**src/rtl/iqcm_pkg.sv**
```systemverilog
// Package of offsets, field layouts, reset values and carriers for the queue congestion monitor.
package iqcm_pkg;

  // Per-port registers; port p sits at offset + p * PORT_STRIDE.
  localparam logic [31:0] DEPTH_CFG_OFS = 32'h0001_3090;
  localparam logic [31:0] EVT_STATUS_OFS = 32'h0001_3094;
  localparam logic [31:0] DURATION_OFS = 32'h0001_3098;
  localparam logic [31:0] PORT_STRIDE = 32'h0000_0100;
  // Block-wide registers.
  localparam logic [31:0] IRQ_STATUS_OFS = 32'h0001_3800;
  localparam logic [31:0] IRQ_MASK_OFS = 32'h0001_3804;
  localparam logic [31:0] BIAS_INTERVAL_OFS = 32'h0001_3808;

  // Bit 0 of the register map is the least significant bus bit.
  localparam int EVT_COUNT_LSB = 16;
  localparam int EVT_LIMIT_LSB = 0;
  localparam int PERIOD_LSB = 16;
  localparam int DEPTH_LSB = 12;

  localparam logic [15:0] EVT_SAT = 16'hFFFF;
  localparam logic [31:0] DUR_SAT = 32'h0000_FFFF;
  localparam logic [3:0] DEPTH_MAX = 4'h7;

  localparam logic [15:0] EVT_COUNT_RST = 16'h0000;
  localparam logic [15:0] EVT_LIMIT_RST = 16'h0000;
  localparam logic [31:0] DUR_COUNT_RST = 32'h0000_0000;
  localparam logic [15:0] PERIOD_RST = 16'h0000;
  localparam logic [3:0] DEPTH_RST = 4'h0;
  localparam logic [31:0] BIAS_INTERVAL_RST = 32'h0000_0000;

  // Fill level and packet strobe that the input buffer logic presents per port.
  typedef struct packed {
    logic [3:0] fill;
    logic pkt_rx;
  } iqcm_fill_s;

  // One register access as the bus front end hands it over.
  typedef struct packed {
    logic rd;
    logic wr;
    logic [31:0] addr;
    logic [31:0] wdata;
  } iqcm_req_s;

  function automatic logic [31:0] iqcm_sat_inc(input logic [31:0] v, input logic [31:0] lim);
    return (v >= lim) ? v : v + 32'h0000_0001;
  endfunction

endpackage

```
**src/rtl/iqcm_ahb.sv**
```systemverilog
// AHB-Lite slave front end that turns bus transfers into single-cycle register strobes.
module iqcm_ahb (
  input wire logic clk, // Core clock.
  input wire logic resetn, // Synchronous reset, active low.
  input wire logic hsel, // Slave select.
  input wire logic [31:0] haddr, // Byte address.
  input wire logic [1:0] htrans, // Transfer type.
  input wire logic hwrite, // Write when high.
  input wire logic [2:0] hsize, // Transfer size.
  input wire logic hready, // Bus ready.
  input wire logic [31:0] hwdata, // Write data.
  input wire logic [31:0] rdata, // Read data of the addressed register.
  output logic [31:0] hrdata, // Read data to the master.
  output logic hreadyout, // Slave ready.
  output logic hresp, // Always OKAY.
  output iqcm_pkg::iqcm_req_s req // Register access strobes.
);
  typedef enum logic [1:0] {IQCM_IDLE, IQCM_WR_DATA, IQCM_RD_FETCH, IQCM_RD_DATA} iqcm_bus_e;

  iqcm_bus_e state_reg;
  iqcm_bus_e state_next;
  logic [31:0] addr_reg;
  logic word_reg;
  logic [31:0] hrdata_reg;
  logic accept;

  // Reads take one wait state so that a write just before them is already visible.
  assign accept = hsel && htrans[1] && hready;
  assign hreadyout = (state_reg != IQCM_RD_FETCH);
  assign hresp = 1'b0;
  assign hrdata = hrdata_reg;
  assign req.rd = (state_reg == IQCM_RD_FETCH);
  assign req.wr = (state_reg == IQCM_WR_DATA) && word_reg;
  assign req.addr = addr_reg;
  assign req.wdata = hwdata;

  always_comb begin
    state_next = state_reg;
    case (state_reg)
      IQCM_RD_FETCH: state_next = IQCM_RD_DATA;
      default: state_next = accept ? (hwrite ? IQCM_WR_DATA : IQCM_RD_FETCH) : IQCM_IDLE;
    endcase
  end

  always_ff @(posedge clk) begin
    if (!resetn) begin
      state_reg <= IQCM_IDLE;
      addr_reg <= 32'h0000_0000;
      word_reg <= 1'b0;
      hrdata_reg <= 32'h0000_0000;
    end else begin
      state_reg <= state_next;
      if (accept && hreadyout) begin
        addr_reg <= haddr;
        word_reg <= (hsize == 3'h2);
      end
      if (state_reg == IQCM_RD_FETCH) begin
        hrdata_reg <= rdata;
      end
    end
  end
endmodule

```
**src/rtl/iqcm_port.sv**
```systemverilog
// One port's congestion event counter and congestion duration counter.
module iqcm_port (
  input wire logic clk, // Core clock.
  input wire logic resetn, // Synchronous reset, active low.
  input wire iqcm_pkg::iqcm_fill_s fill_in, // Buffer fill and packet strobe.
  input wire logic [3:0] depth, // Depth threshold field.
  input wire logic [15:0] period, // Duration tick divisor.
  input wire logic [15:0] limit, // Congestion event limit.
  input wire logic [31:0] wdata, // Register write data.
  input wire logic evt_wr, // Load of the event status register.
  input wire logic evt_clear, // Write of one to the interrupt flag.
  input wire logic evt_rd, // Read of the event status register.
  input wire logic dur_wr, // Load of the duration register.
  input wire logic dur_rd, // Read of the duration register.
  input wire logic bias_tick, // Error-rate bias interval pulse.
  output logic [15:0] evt_count, // Congestion event count.
  output logic [31:0] dur_count, // Congestion duration count.
  output logic evt_hit, // Pulse when the count reaches the limit.
  output logic congested // Input queue congested.
);
  logic [15:0] evt_cnt_reg;
  logic [15:0] evt_cnt_next;
  logic [31:0] dur_reg;
  logic [31:0] dur_next;
  logic [15:0] div_reg;
  logic [15:0] div_next;
  logic seen_reg;
  logic hit_prev_reg;
  logic evt_en;
  logic evt_inc;
  logic evt_dec;
  logic dur_tick;
  logic hit_now;

  assign congested = (depth != 4'h0) && (depth <= iqcm_pkg::DEPTH_MAX)
    && (fill_in.fill >= depth + 4'h1);
  assign evt_en = (limit != 16'h0000);
  assign evt_inc = evt_en && fill_in.pkt_rx && congested;
  assign evt_dec = evt_en && bias_tick && !seen_reg && !evt_rd && (evt_cnt_reg != 16'h0000);
  // A divisor lowered mid-count must not let the divider run past its match and wrap.
  assign dur_tick = congested && (period != 16'h0000)
    && (div_reg >= period - 16'h0001);
  assign hit_now = evt_en && (evt_cnt_reg >= limit);
  assign evt_hit = hit_now && !hit_prev_reg;
  assign evt_count = evt_cnt_reg;
  assign dur_count = dur_reg;

  always_comb begin
    evt_cnt_next = evt_cnt_reg;
    if (evt_wr) begin
      evt_cnt_next = wdata[iqcm_pkg::EVT_COUNT_LSB +: 16];
    end else if (evt_clear) begin
      evt_cnt_next = 16'h0000;
    end else if (evt_inc) begin
      evt_cnt_next = 16'(iqcm_pkg::iqcm_sat_inc(32'(evt_cnt_reg), 32'(iqcm_pkg::EVT_SAT)));
    end else if (evt_dec) begin
      evt_cnt_next = evt_cnt_reg - 16'h0001;
    end
  end

  // A read in the same cycle as the clear still loses no tick.
  always_comb begin
    dur_next = dur_reg;
    if (dur_wr) begin
      dur_next = wdata;
    end else if (dur_rd) begin
      dur_next = dur_tick ? 32'h0000_0001 : 32'h0000_0000;
    end else if (dur_tick) begin
      dur_next = iqcm_pkg::iqcm_sat_inc(dur_reg, iqcm_pkg::DUR_SAT);
    end
  end

  // Only continuous congestion accumulates toward a tick.
  assign div_next = (!congested || dur_tick || period == 16'h0000)
    ? 16'h0000 : div_reg + 16'h0001;

  always_ff @(posedge clk) begin
    if (!resetn) begin
      evt_cnt_reg <= iqcm_pkg::EVT_COUNT_RST;
      dur_reg <= iqcm_pkg::DUR_COUNT_RST;
      div_reg <= 16'h0000;
      seen_reg <= 1'b0;
      hit_prev_reg <= 1'b0;
    end else begin
      evt_cnt_reg <= evt_cnt_next;
      dur_reg <= dur_next;
      div_reg <= div_next;
      seen_reg <= bias_tick ? 1'b0 : (seen_reg || evt_rd);
      hit_prev_reg <= hit_now;
    end
  end
endmodule

```
**src/rtl/iqcm_top.sv**
```systemverilog
// Input queue congestion monitor for all ports with its AHB-Lite register file and interrupt.
//
// Contract
// - Fill above depth means congested; the code declares it only for depth 1 to 7.
// - Count one event per packet while congested.
// - Event count saturates at all ones.
// - Software may load both counters.
// - Clearing the interrupt flag zeroes event count.
// - Zero event limit stops event counting.
// - Unread count decrements each bias interval.
// - Count reaching limit raises the interrupt flag.
// - Duration advances every N congested clocks.
// - Reading duration returns it, then clears.
// - Zero divisor disables the duration counter.
// - Duration count stops at sixteen ones.
// - Depth n declares congestion at n+1; the code does so for n from 1 to 7 only, and depth 0 or above 7 never congests.
// - Divisor one ticks every clock, maximum 64K.
module iqcm_top #(
  parameter int NPORT = 8
) (
  input wire logic clk, // Core clock, 40 MHz.
  input wire logic resetn, // Synchronous reset, active low.
  input wire logic hsel, // AHB slave select.
  input wire logic [31:0] haddr, // AHB address.
  input wire logic [1:0] htrans, // AHB transfer type.
  input wire logic hwrite, // AHB write.
  input wire logic [2:0] hsize, // AHB size.
  input wire logic hready, // AHB ready in.
  input wire logic [31:0] hwdata, // AHB write data.
  output logic [31:0] hrdata, // AHB read data.
  output logic hreadyout, // AHB ready out.
  output logic hresp, // AHB response.
  input wire iqcm_pkg::iqcm_fill_s [NPORT-1:0] port_in, // Per-port fill and packet strobe.
  output logic irq // Level interrupt.
);
  if (NPORT < 1 || NPORT > 8) begin : g_bad_nport
    $error("NPORT must lie between 1 and 8");
  end

  iqcm_pkg::iqcm_req_s bus_req;
  logic [31:0] rdata;
  logic [2:0] sel_port;
  logic [31:0] addr_base;
  logic port_ok;
  logic hit_depth;
  logic hit_evt;
  logic hit_dur;
  logic hit_irq_st;
  logic hit_irq_mask;
  logic hit_bias;

  logic [15:0] limit_reg [NPORT];
  logic [15:0] period_reg [NPORT];
  logic [3:0] depth_reg [NPORT];
  logic [15:0] evt_count [NPORT];
  logic [31:0] dur_count [NPORT];
  logic [NPORT-1:0] evt_hit;
  logic [NPORT-1:0] congested;
  logic [NPORT-1:0] evt_clear;

  logic [NPORT-1:0] irq_status_reg;
  logic [NPORT-1:0] irq_status_next;
  logic [NPORT-1:0] irq_mask_reg;
  logic [NPORT-1:0] status_clr;
  logic [31:0] bias_interval_reg;
  logic [31:0] bias_cnt_reg;
  logic [31:0] bias_cnt_next;
  logic bias_tick;

  iqcm_ahb u_ahb (
    .clk(clk),
    .resetn(resetn),
    .hsel(hsel),
    .haddr(haddr),
    .htrans(htrans),
    .hwrite(hwrite),
    .hsize(hsize),
    .hready(hready),
    .hwdata(hwdata),
    .rdata(rdata),
    .hrdata(hrdata),
    .hreadyout(hreadyout),
    .hresp(hresp),
    .req(bus_req)
  );

  // Address decode; the port index sits in address bits 10 to 8.
  assign sel_port = bus_req.addr[10:8];
  assign addr_base = {bus_req.addr[31:11], 3'h0, bus_req.addr[7:0]};
  assign port_ok = (int'(sel_port) < NPORT);
  assign hit_depth = port_ok && (addr_base == iqcm_pkg::DEPTH_CFG_OFS);
  assign hit_evt = port_ok && (addr_base == iqcm_pkg::EVT_STATUS_OFS);
  assign hit_dur = port_ok && (addr_base == iqcm_pkg::DURATION_OFS);
  assign hit_irq_st = (bus_req.addr == iqcm_pkg::IRQ_STATUS_OFS);
  assign hit_irq_mask = (bus_req.addr == iqcm_pkg::IRQ_MASK_OFS);
  assign hit_bias = (bus_req.addr == iqcm_pkg::BIAS_INTERVAL_OFS);

  // Unmapped addresses read as zero and ignore writes.
  always_comb begin
    rdata = 32'h0000_0000;
    if (hit_evt) begin
      rdata = {evt_count[sel_port], limit_reg[sel_port]};
    end else if (hit_dur) begin
      rdata = dur_count[sel_port];
    end else if (hit_depth) begin
      rdata = {period_reg[sel_port], depth_reg[sel_port], 12'h000};
    end else if (hit_irq_st) begin
      rdata = 32'(irq_status_reg);
    end else if (hit_irq_mask) begin
      rdata = 32'(irq_mask_reg);
    end else if (hit_bias) begin
      rdata = bias_interval_reg;
    end
  end

  // Writing a one to a status bit clears it together with that port's event count.
  assign status_clr = (bus_req.wr && hit_irq_st) ? bus_req.wdata[NPORT-1:0] : '0;
  assign evt_clear = status_clr;

  genvar p;
  generate
    for (p = 0; p < NPORT; p++) begin : g_port
      logic sel_this;
      assign sel_this = (sel_port == 3'(p));

      always_ff @(posedge clk) begin
        if (!resetn) begin
          limit_reg[p] <= iqcm_pkg::EVT_LIMIT_RST;
          period_reg[p] <= iqcm_pkg::PERIOD_RST;
          depth_reg[p] <= iqcm_pkg::DEPTH_RST;
        end else begin
          if (bus_req.wr && hit_evt && sel_this) begin
            limit_reg[p] <= bus_req.wdata[iqcm_pkg::EVT_LIMIT_LSB +: 16];
          end
          if (bus_req.wr && hit_depth && sel_this) begin
            period_reg[p] <= bus_req.wdata[iqcm_pkg::PERIOD_LSB +: 16];
            depth_reg[p] <= bus_req.wdata[iqcm_pkg::DEPTH_LSB +: 4];
          end
        end
      end

      iqcm_port u_port (
        .clk(clk),
        .resetn(resetn),
        .fill_in(port_in[p]),
        .depth(depth_reg[p]),
        .period(period_reg[p]),
        .limit(limit_reg[p]),
        .wdata(bus_req.wdata),
        .evt_wr(bus_req.wr && hit_evt && sel_this),
        .evt_clear(evt_clear[p]),
        .evt_rd(bus_req.rd && hit_evt && sel_this),
        .dur_wr(bus_req.wr && hit_dur && sel_this),
        .dur_rd(bus_req.rd && hit_dur && sel_this),
        .bias_tick(bias_tick),
        .evt_count(evt_count[p]),
        .dur_count(dur_count[p]),
        .evt_hit(evt_hit[p]),
        .congested(congested[p])
      );

    end
  endgenerate

  // A new event in the clearing cycle keeps its flag set.
  assign irq_status_next = (irq_status_reg & ~status_clr) | evt_hit;
  assign irq = |(irq_status_reg & irq_mask_reg);

  // The bias interval is counted in core clocks; zero stops the decrement.
  assign bias_tick = (bias_interval_reg != 32'h0000_0000)
    && (bias_cnt_reg >= bias_interval_reg - 32'h0000_0001);
  assign bias_cnt_next = (bias_tick || bias_interval_reg == 32'h0000_0000)
    ? 32'h0000_0000 : bias_cnt_reg + 32'h0000_0001;

  always_ff @(posedge clk) begin
    if (!resetn) begin
      irq_status_reg <= '0;
      irq_mask_reg <= '0;
      bias_interval_reg <= iqcm_pkg::BIAS_INTERVAL_RST;
      bias_cnt_reg <= 32'h0000_0000;
    end else begin
      irq_status_reg <= irq_status_next;
      if (bus_req.wr && hit_irq_mask) begin
        irq_mask_reg <= bus_req.wdata[NPORT-1:0];
      end
      if (bus_req.wr && hit_bias) begin
        bias_interval_reg <= bus_req.wdata;
        bias_cnt_reg <= 32'h0000_0000;
      end else begin
        bias_cnt_reg <= bias_cnt_next;
      end
    end
  end
endmodule

```
**config.mk**
```make
export PLATFORM = sky130hd
export DESIGN_NAME = iqcm_top
export DESIGN_NICKNAME = d
export VERILOG_FILES = /design/src/rtl/iqcm_pkg.sv /design/src/rtl/iqcm_ahb.sv /design/src/rtl/iqcm_port.sv /design/src/rtl/iqcm_top.sv
export SDC_FILE = /design/constraint.sdc
export NUM_CORES = 2
export LEC_CHECK = 0
export BUFFER_PORTS_ARGS = -buffer_cell sky130_fd_sc_hd__buf_2
export CAP_MARGIN = 20
export CORE_ASPECT_RATIO = 0.6
export CORE_MARGIN = 3
export CORE_UTILIZATION = 51
export DETAILED_ROUTE_END_ITERATION = 6
export PLACE_DENSITY = 0.67
export SYNTH_ARGS = -nofsm -noshare
export SYNTH_HDL_FRONTEND = slang
export SYNTH_HIERARCHICAL = 1
export SYNTH_SLANG_ARGS = --single-unit
```
**constraint.sdc**
```tcl
create_clock -name clk -period 6.5 [get_ports clk]
set_clock_uncertainty 0.2 [all_clocks]
set_input_delay 1.95 -clock clk [delete_from_list [all_inputs] [get_ports clk]]
set_output_delay 1.95 -clock clk [all_outputs]
set_load 0.05 [all_outputs]
```
==> results.yml <==
logic_synthesis:
  synth_cell_type_count: 112
  synth_top_cells_by_area: "dfxtp_1, edfxtp_1, ha_1, mux4_2, nor2_1"
  ys_async_sr_fraction_pct: 0
  synth-seq-cells: 963
  synth_nets: 7709
  yosysWarnings: 6
  synth-simple-area-share_pct: 21.24
  synth-compound-area-share_pct: 16.33
  ys.flop_type: "dfxtp_1"
  synth_top_cell_by_area: "dfxtp_1"
  synth.area.mux_share_pct: 7.707
  synthXorXnorAreaFrac_pct: 5.842
  synth_top_family_by_area: "simple AND/OR/NAND/NOR gates"
  synthAdderAreaFrac_pct: 9.758
  synth_edf_count: 288
  postSynthCellCount: 7097
  seq_area_frac_synth_pct: 34.37
  synth_top_cell_area_share_pct: 20.96
  syn_area_per_cell_um2: 9.084
  synth.cell_area_um2: 64470
timing:
  slew_headroom_pct: 14.21
  final-setup-viol-count: 0
  fin_crit_ns: 6.009
  hold_violations: 0
  fin_crit_sh_pct: 92.45
  rsz0062_at_grt: "false"
  fmax_mhz: 166.4
  setup_ws_ns: 0.4907
  holdWs_ns: 0.2573
  finalSetupTns_ns: 0
  report.final.slew_viol_count: 0
  worst_pin_slew_ns: 1.279
finish:
  most-common-layout-cells: "dfxtp_1, nor2_1, nand2_1"
  final_common_cell: "dfxtp_1"
  final_nets: 7744
  area_growth_pct: 9.139
  layout.cells.non_filler: 8914
  largest_reg_flops: 256
  fillers: 11050
  multi_input_area_um2: 39340
  seq_area_um2: 22170
  drive_gt1_share_pct: 11.13
clock_network:
  post_cts_buffers: 0
  cts_sinks: 963
  clk_latency_ns: 0.74
  cts_root_buf: "clkbuf_16"
  clock_path_buffers: 3
  clk_pin_slew_ns: 0.06
  cts_buffers: 98
  cts_resized: 0
  cts_tree: "built"
  cts-hold-fix-buffers: 0
  htree_levels: 3
route:
  routed.top_layer: "met5"
  postRouteAntennaNets: 0
  routed-wl-met2_um: 93040
  wirelength_met1_um: 106000
  vias_per_cell: 6.646
  drc: 0
  met3_length_um: 40940
  wl_per_cell_um: 28.28
  dr.pass1.iters: 7
  routed_wirelength_um: 252100
  num_vias: 59250
  drtIter0Drc: 9829
pwr:
  powerDensity_nw_per_um2: 215.3
  p_leak_uw: 0.02723
  irDropWorstVdd_mv: 0.1959
min_path:
  holdPathStages: 2
  hold_path_class: "reg2reg"
  min_to: "u_ahb/addr_reg[13]"
  worstHoldStart: "u_ahb/addr_reg[13]"
setup_path:
  critPathSlowestCell: "or4_1"
  crit_top_cell: "o21ai_0"
  worst-path-stages: 20
  crit_path_end_kind: "flip-flop"
  crit-reg2reg-capture: "g_port[2].u_port/evt_count[11]"
  cp_slowest_stage_delay_ns: 0.57
  cp_max_fo: 19
  reg2reg_slack_ns: 0.49
  reg2reg_from: "bias_interval_reg[6]"
  crit_buf_inv: 1
  required_ns: 6.89
  reg2reg_depth: 20
  arrival_ns: 6.40
  path_cells: "or4_1 -> or4b_1 -> nor3_1 -> and2_1 -> nand2_1 -> xor2_1 -> ha_1 -> a21o_1 -> a21o_1 -> a221oi_1 -> o21ai_0 -> nor2_1 -> nor2_2 -> buf_4 -> nand3_1 -> a31oi_1 -> o21ai_0 -> nand2_1 -> o21ai_0 -> a21oi_1"
  cpLargestDelayFamily: "simple AND/OR/NAND/NOR gates"
  critPathKind: "reg2reg"
  start_kind: "flip-flop"
placement:
  gp_congestion: 1.032
  hpwl_um: 183300
  placed_cells: 8703
  dpl_worst_slack_ns: 0.04711
  io_buffers: 146
grt:
  track_usage_pct: 37.35
  grt-ovfl-total: 0
  grt_first_pass_wirelength_um: 363100
  grt_max_degree: 136
  antenna_found_initial: 30
  grt_pass1_vias: 52840
floorplanning:
  coreArea_um2: 124700
  die_w_um: 465.0
  start_util_pct: 51.68
  num_io_pins: 149
  die_y_um: 281.4
  placementRows: 100
  die_area_um2: 130900
status:
  status: "finished, final reports clean"
flow_run:
  maxCapViolCount: 0
## cell families after synthesis
logic type / Yosys count
AO/OA/AOI/OAI: 1556
multiplexers: 285
flip-flops: 963
XOR/XNOR: 430
other: 1
AND/OR/NAND/NOR: 2656
buffers and inverters: 708
adder cells (fa/ha/maj): 498
## per-stage QoR
stage | total power, uW | area [um2] | utilization (%)
after floorplan | 8299 | 64470 | -
after global placement | 9095 | 66860 | 53.60
after detailed placement | 9153 | 66860 | 53.60
after CTS | 15060 | 70140 | 56.23
after global routing | 15600 | 70330 | 56.38
final | 15150 | 70360 | 56.40
## routing by layer
metal	GRT usage, %	vias to the layer above
met5	0.1762	-
met4	15.45	6
met3	15.11	564
met2	47.57	3983
met1	54.78	28450
li1	-	26250
## worst register-to-register path: stages (launching register included)
cell and delay, ns:
dfxtp_1 0.39, or4_1 0.57, or4b_1 0.56, nor3_1 0.34
and2_1 0.29, nand2_1 0.09, xor2_1 0.16, ha_1 0.31
a21o_1 0.18, a21o_1 0.16, a221oi_1 0.28, o21ai_0 0.17
nor2_1 0.20, nor2_2 0.06, buf_4 0.26, nand3_1 0.15
a31oi_1 0.04, o21ai_0 0.51, nand2_1 0.53, o21ai_0 0.33
a21oi_1 0.07
## cell usage after synthesis, types with 133 or more instances
master    count
and2_1      343
clkbuf_1    256
nand4_1     133
ha_1        490
o21ai_0     248
nand3_1     204
inv_1       320
a21oi_1     415
dfxtp_1     675
nand2_1     539
nor2_1      664
xnor2_1     248
xor2_1      182
edfxtp_1    288
mux4_2      168
a211oi_1    192
nor3_1      193
## power breakdown
group | internal [uW] | switching, uW | total (uW)
registers | 6320 | 324 | 6640
clock network | 3310 | 2690 | 6000
logic | 1010 | 1500 | 2510
## area by class of cell
cell class,instances,share of cell area (%)
antenna,15,0.05335
clock inverter,48,0.6775
sequential,963,31.51
tap,1683,2.993
multi-input combinational,5426,55.92
timing repair buffer,320,3.137
inverter,323,1.730
clock buffer,136,3.982
## worst max path at each step
stage	from	endpoint	slack (ns)
6_report	bias_interval_reg[6]	g_port[2].u_port/evt_count[11]	0.49
5_1_grt	bias_interval_reg[6]	g_port[2].u_port/evt_count[11]	0.10
4_1_cts	bias_interval_reg[6]	g_port[2].u_port/evt_count[11]	0.61
3_5_place_dp	port_in[1]	g_port[0].u_port/evt_count[15]	0.05
3_3_place_gp	port_in[1]	g_port[0].u_port/evt_count[15]	0.18
2_1_floorplan	port_in[11]	g_port[2].u_port/evt_count[15]	0.85
Note: power is estimated with default switching activity, not from simulation.
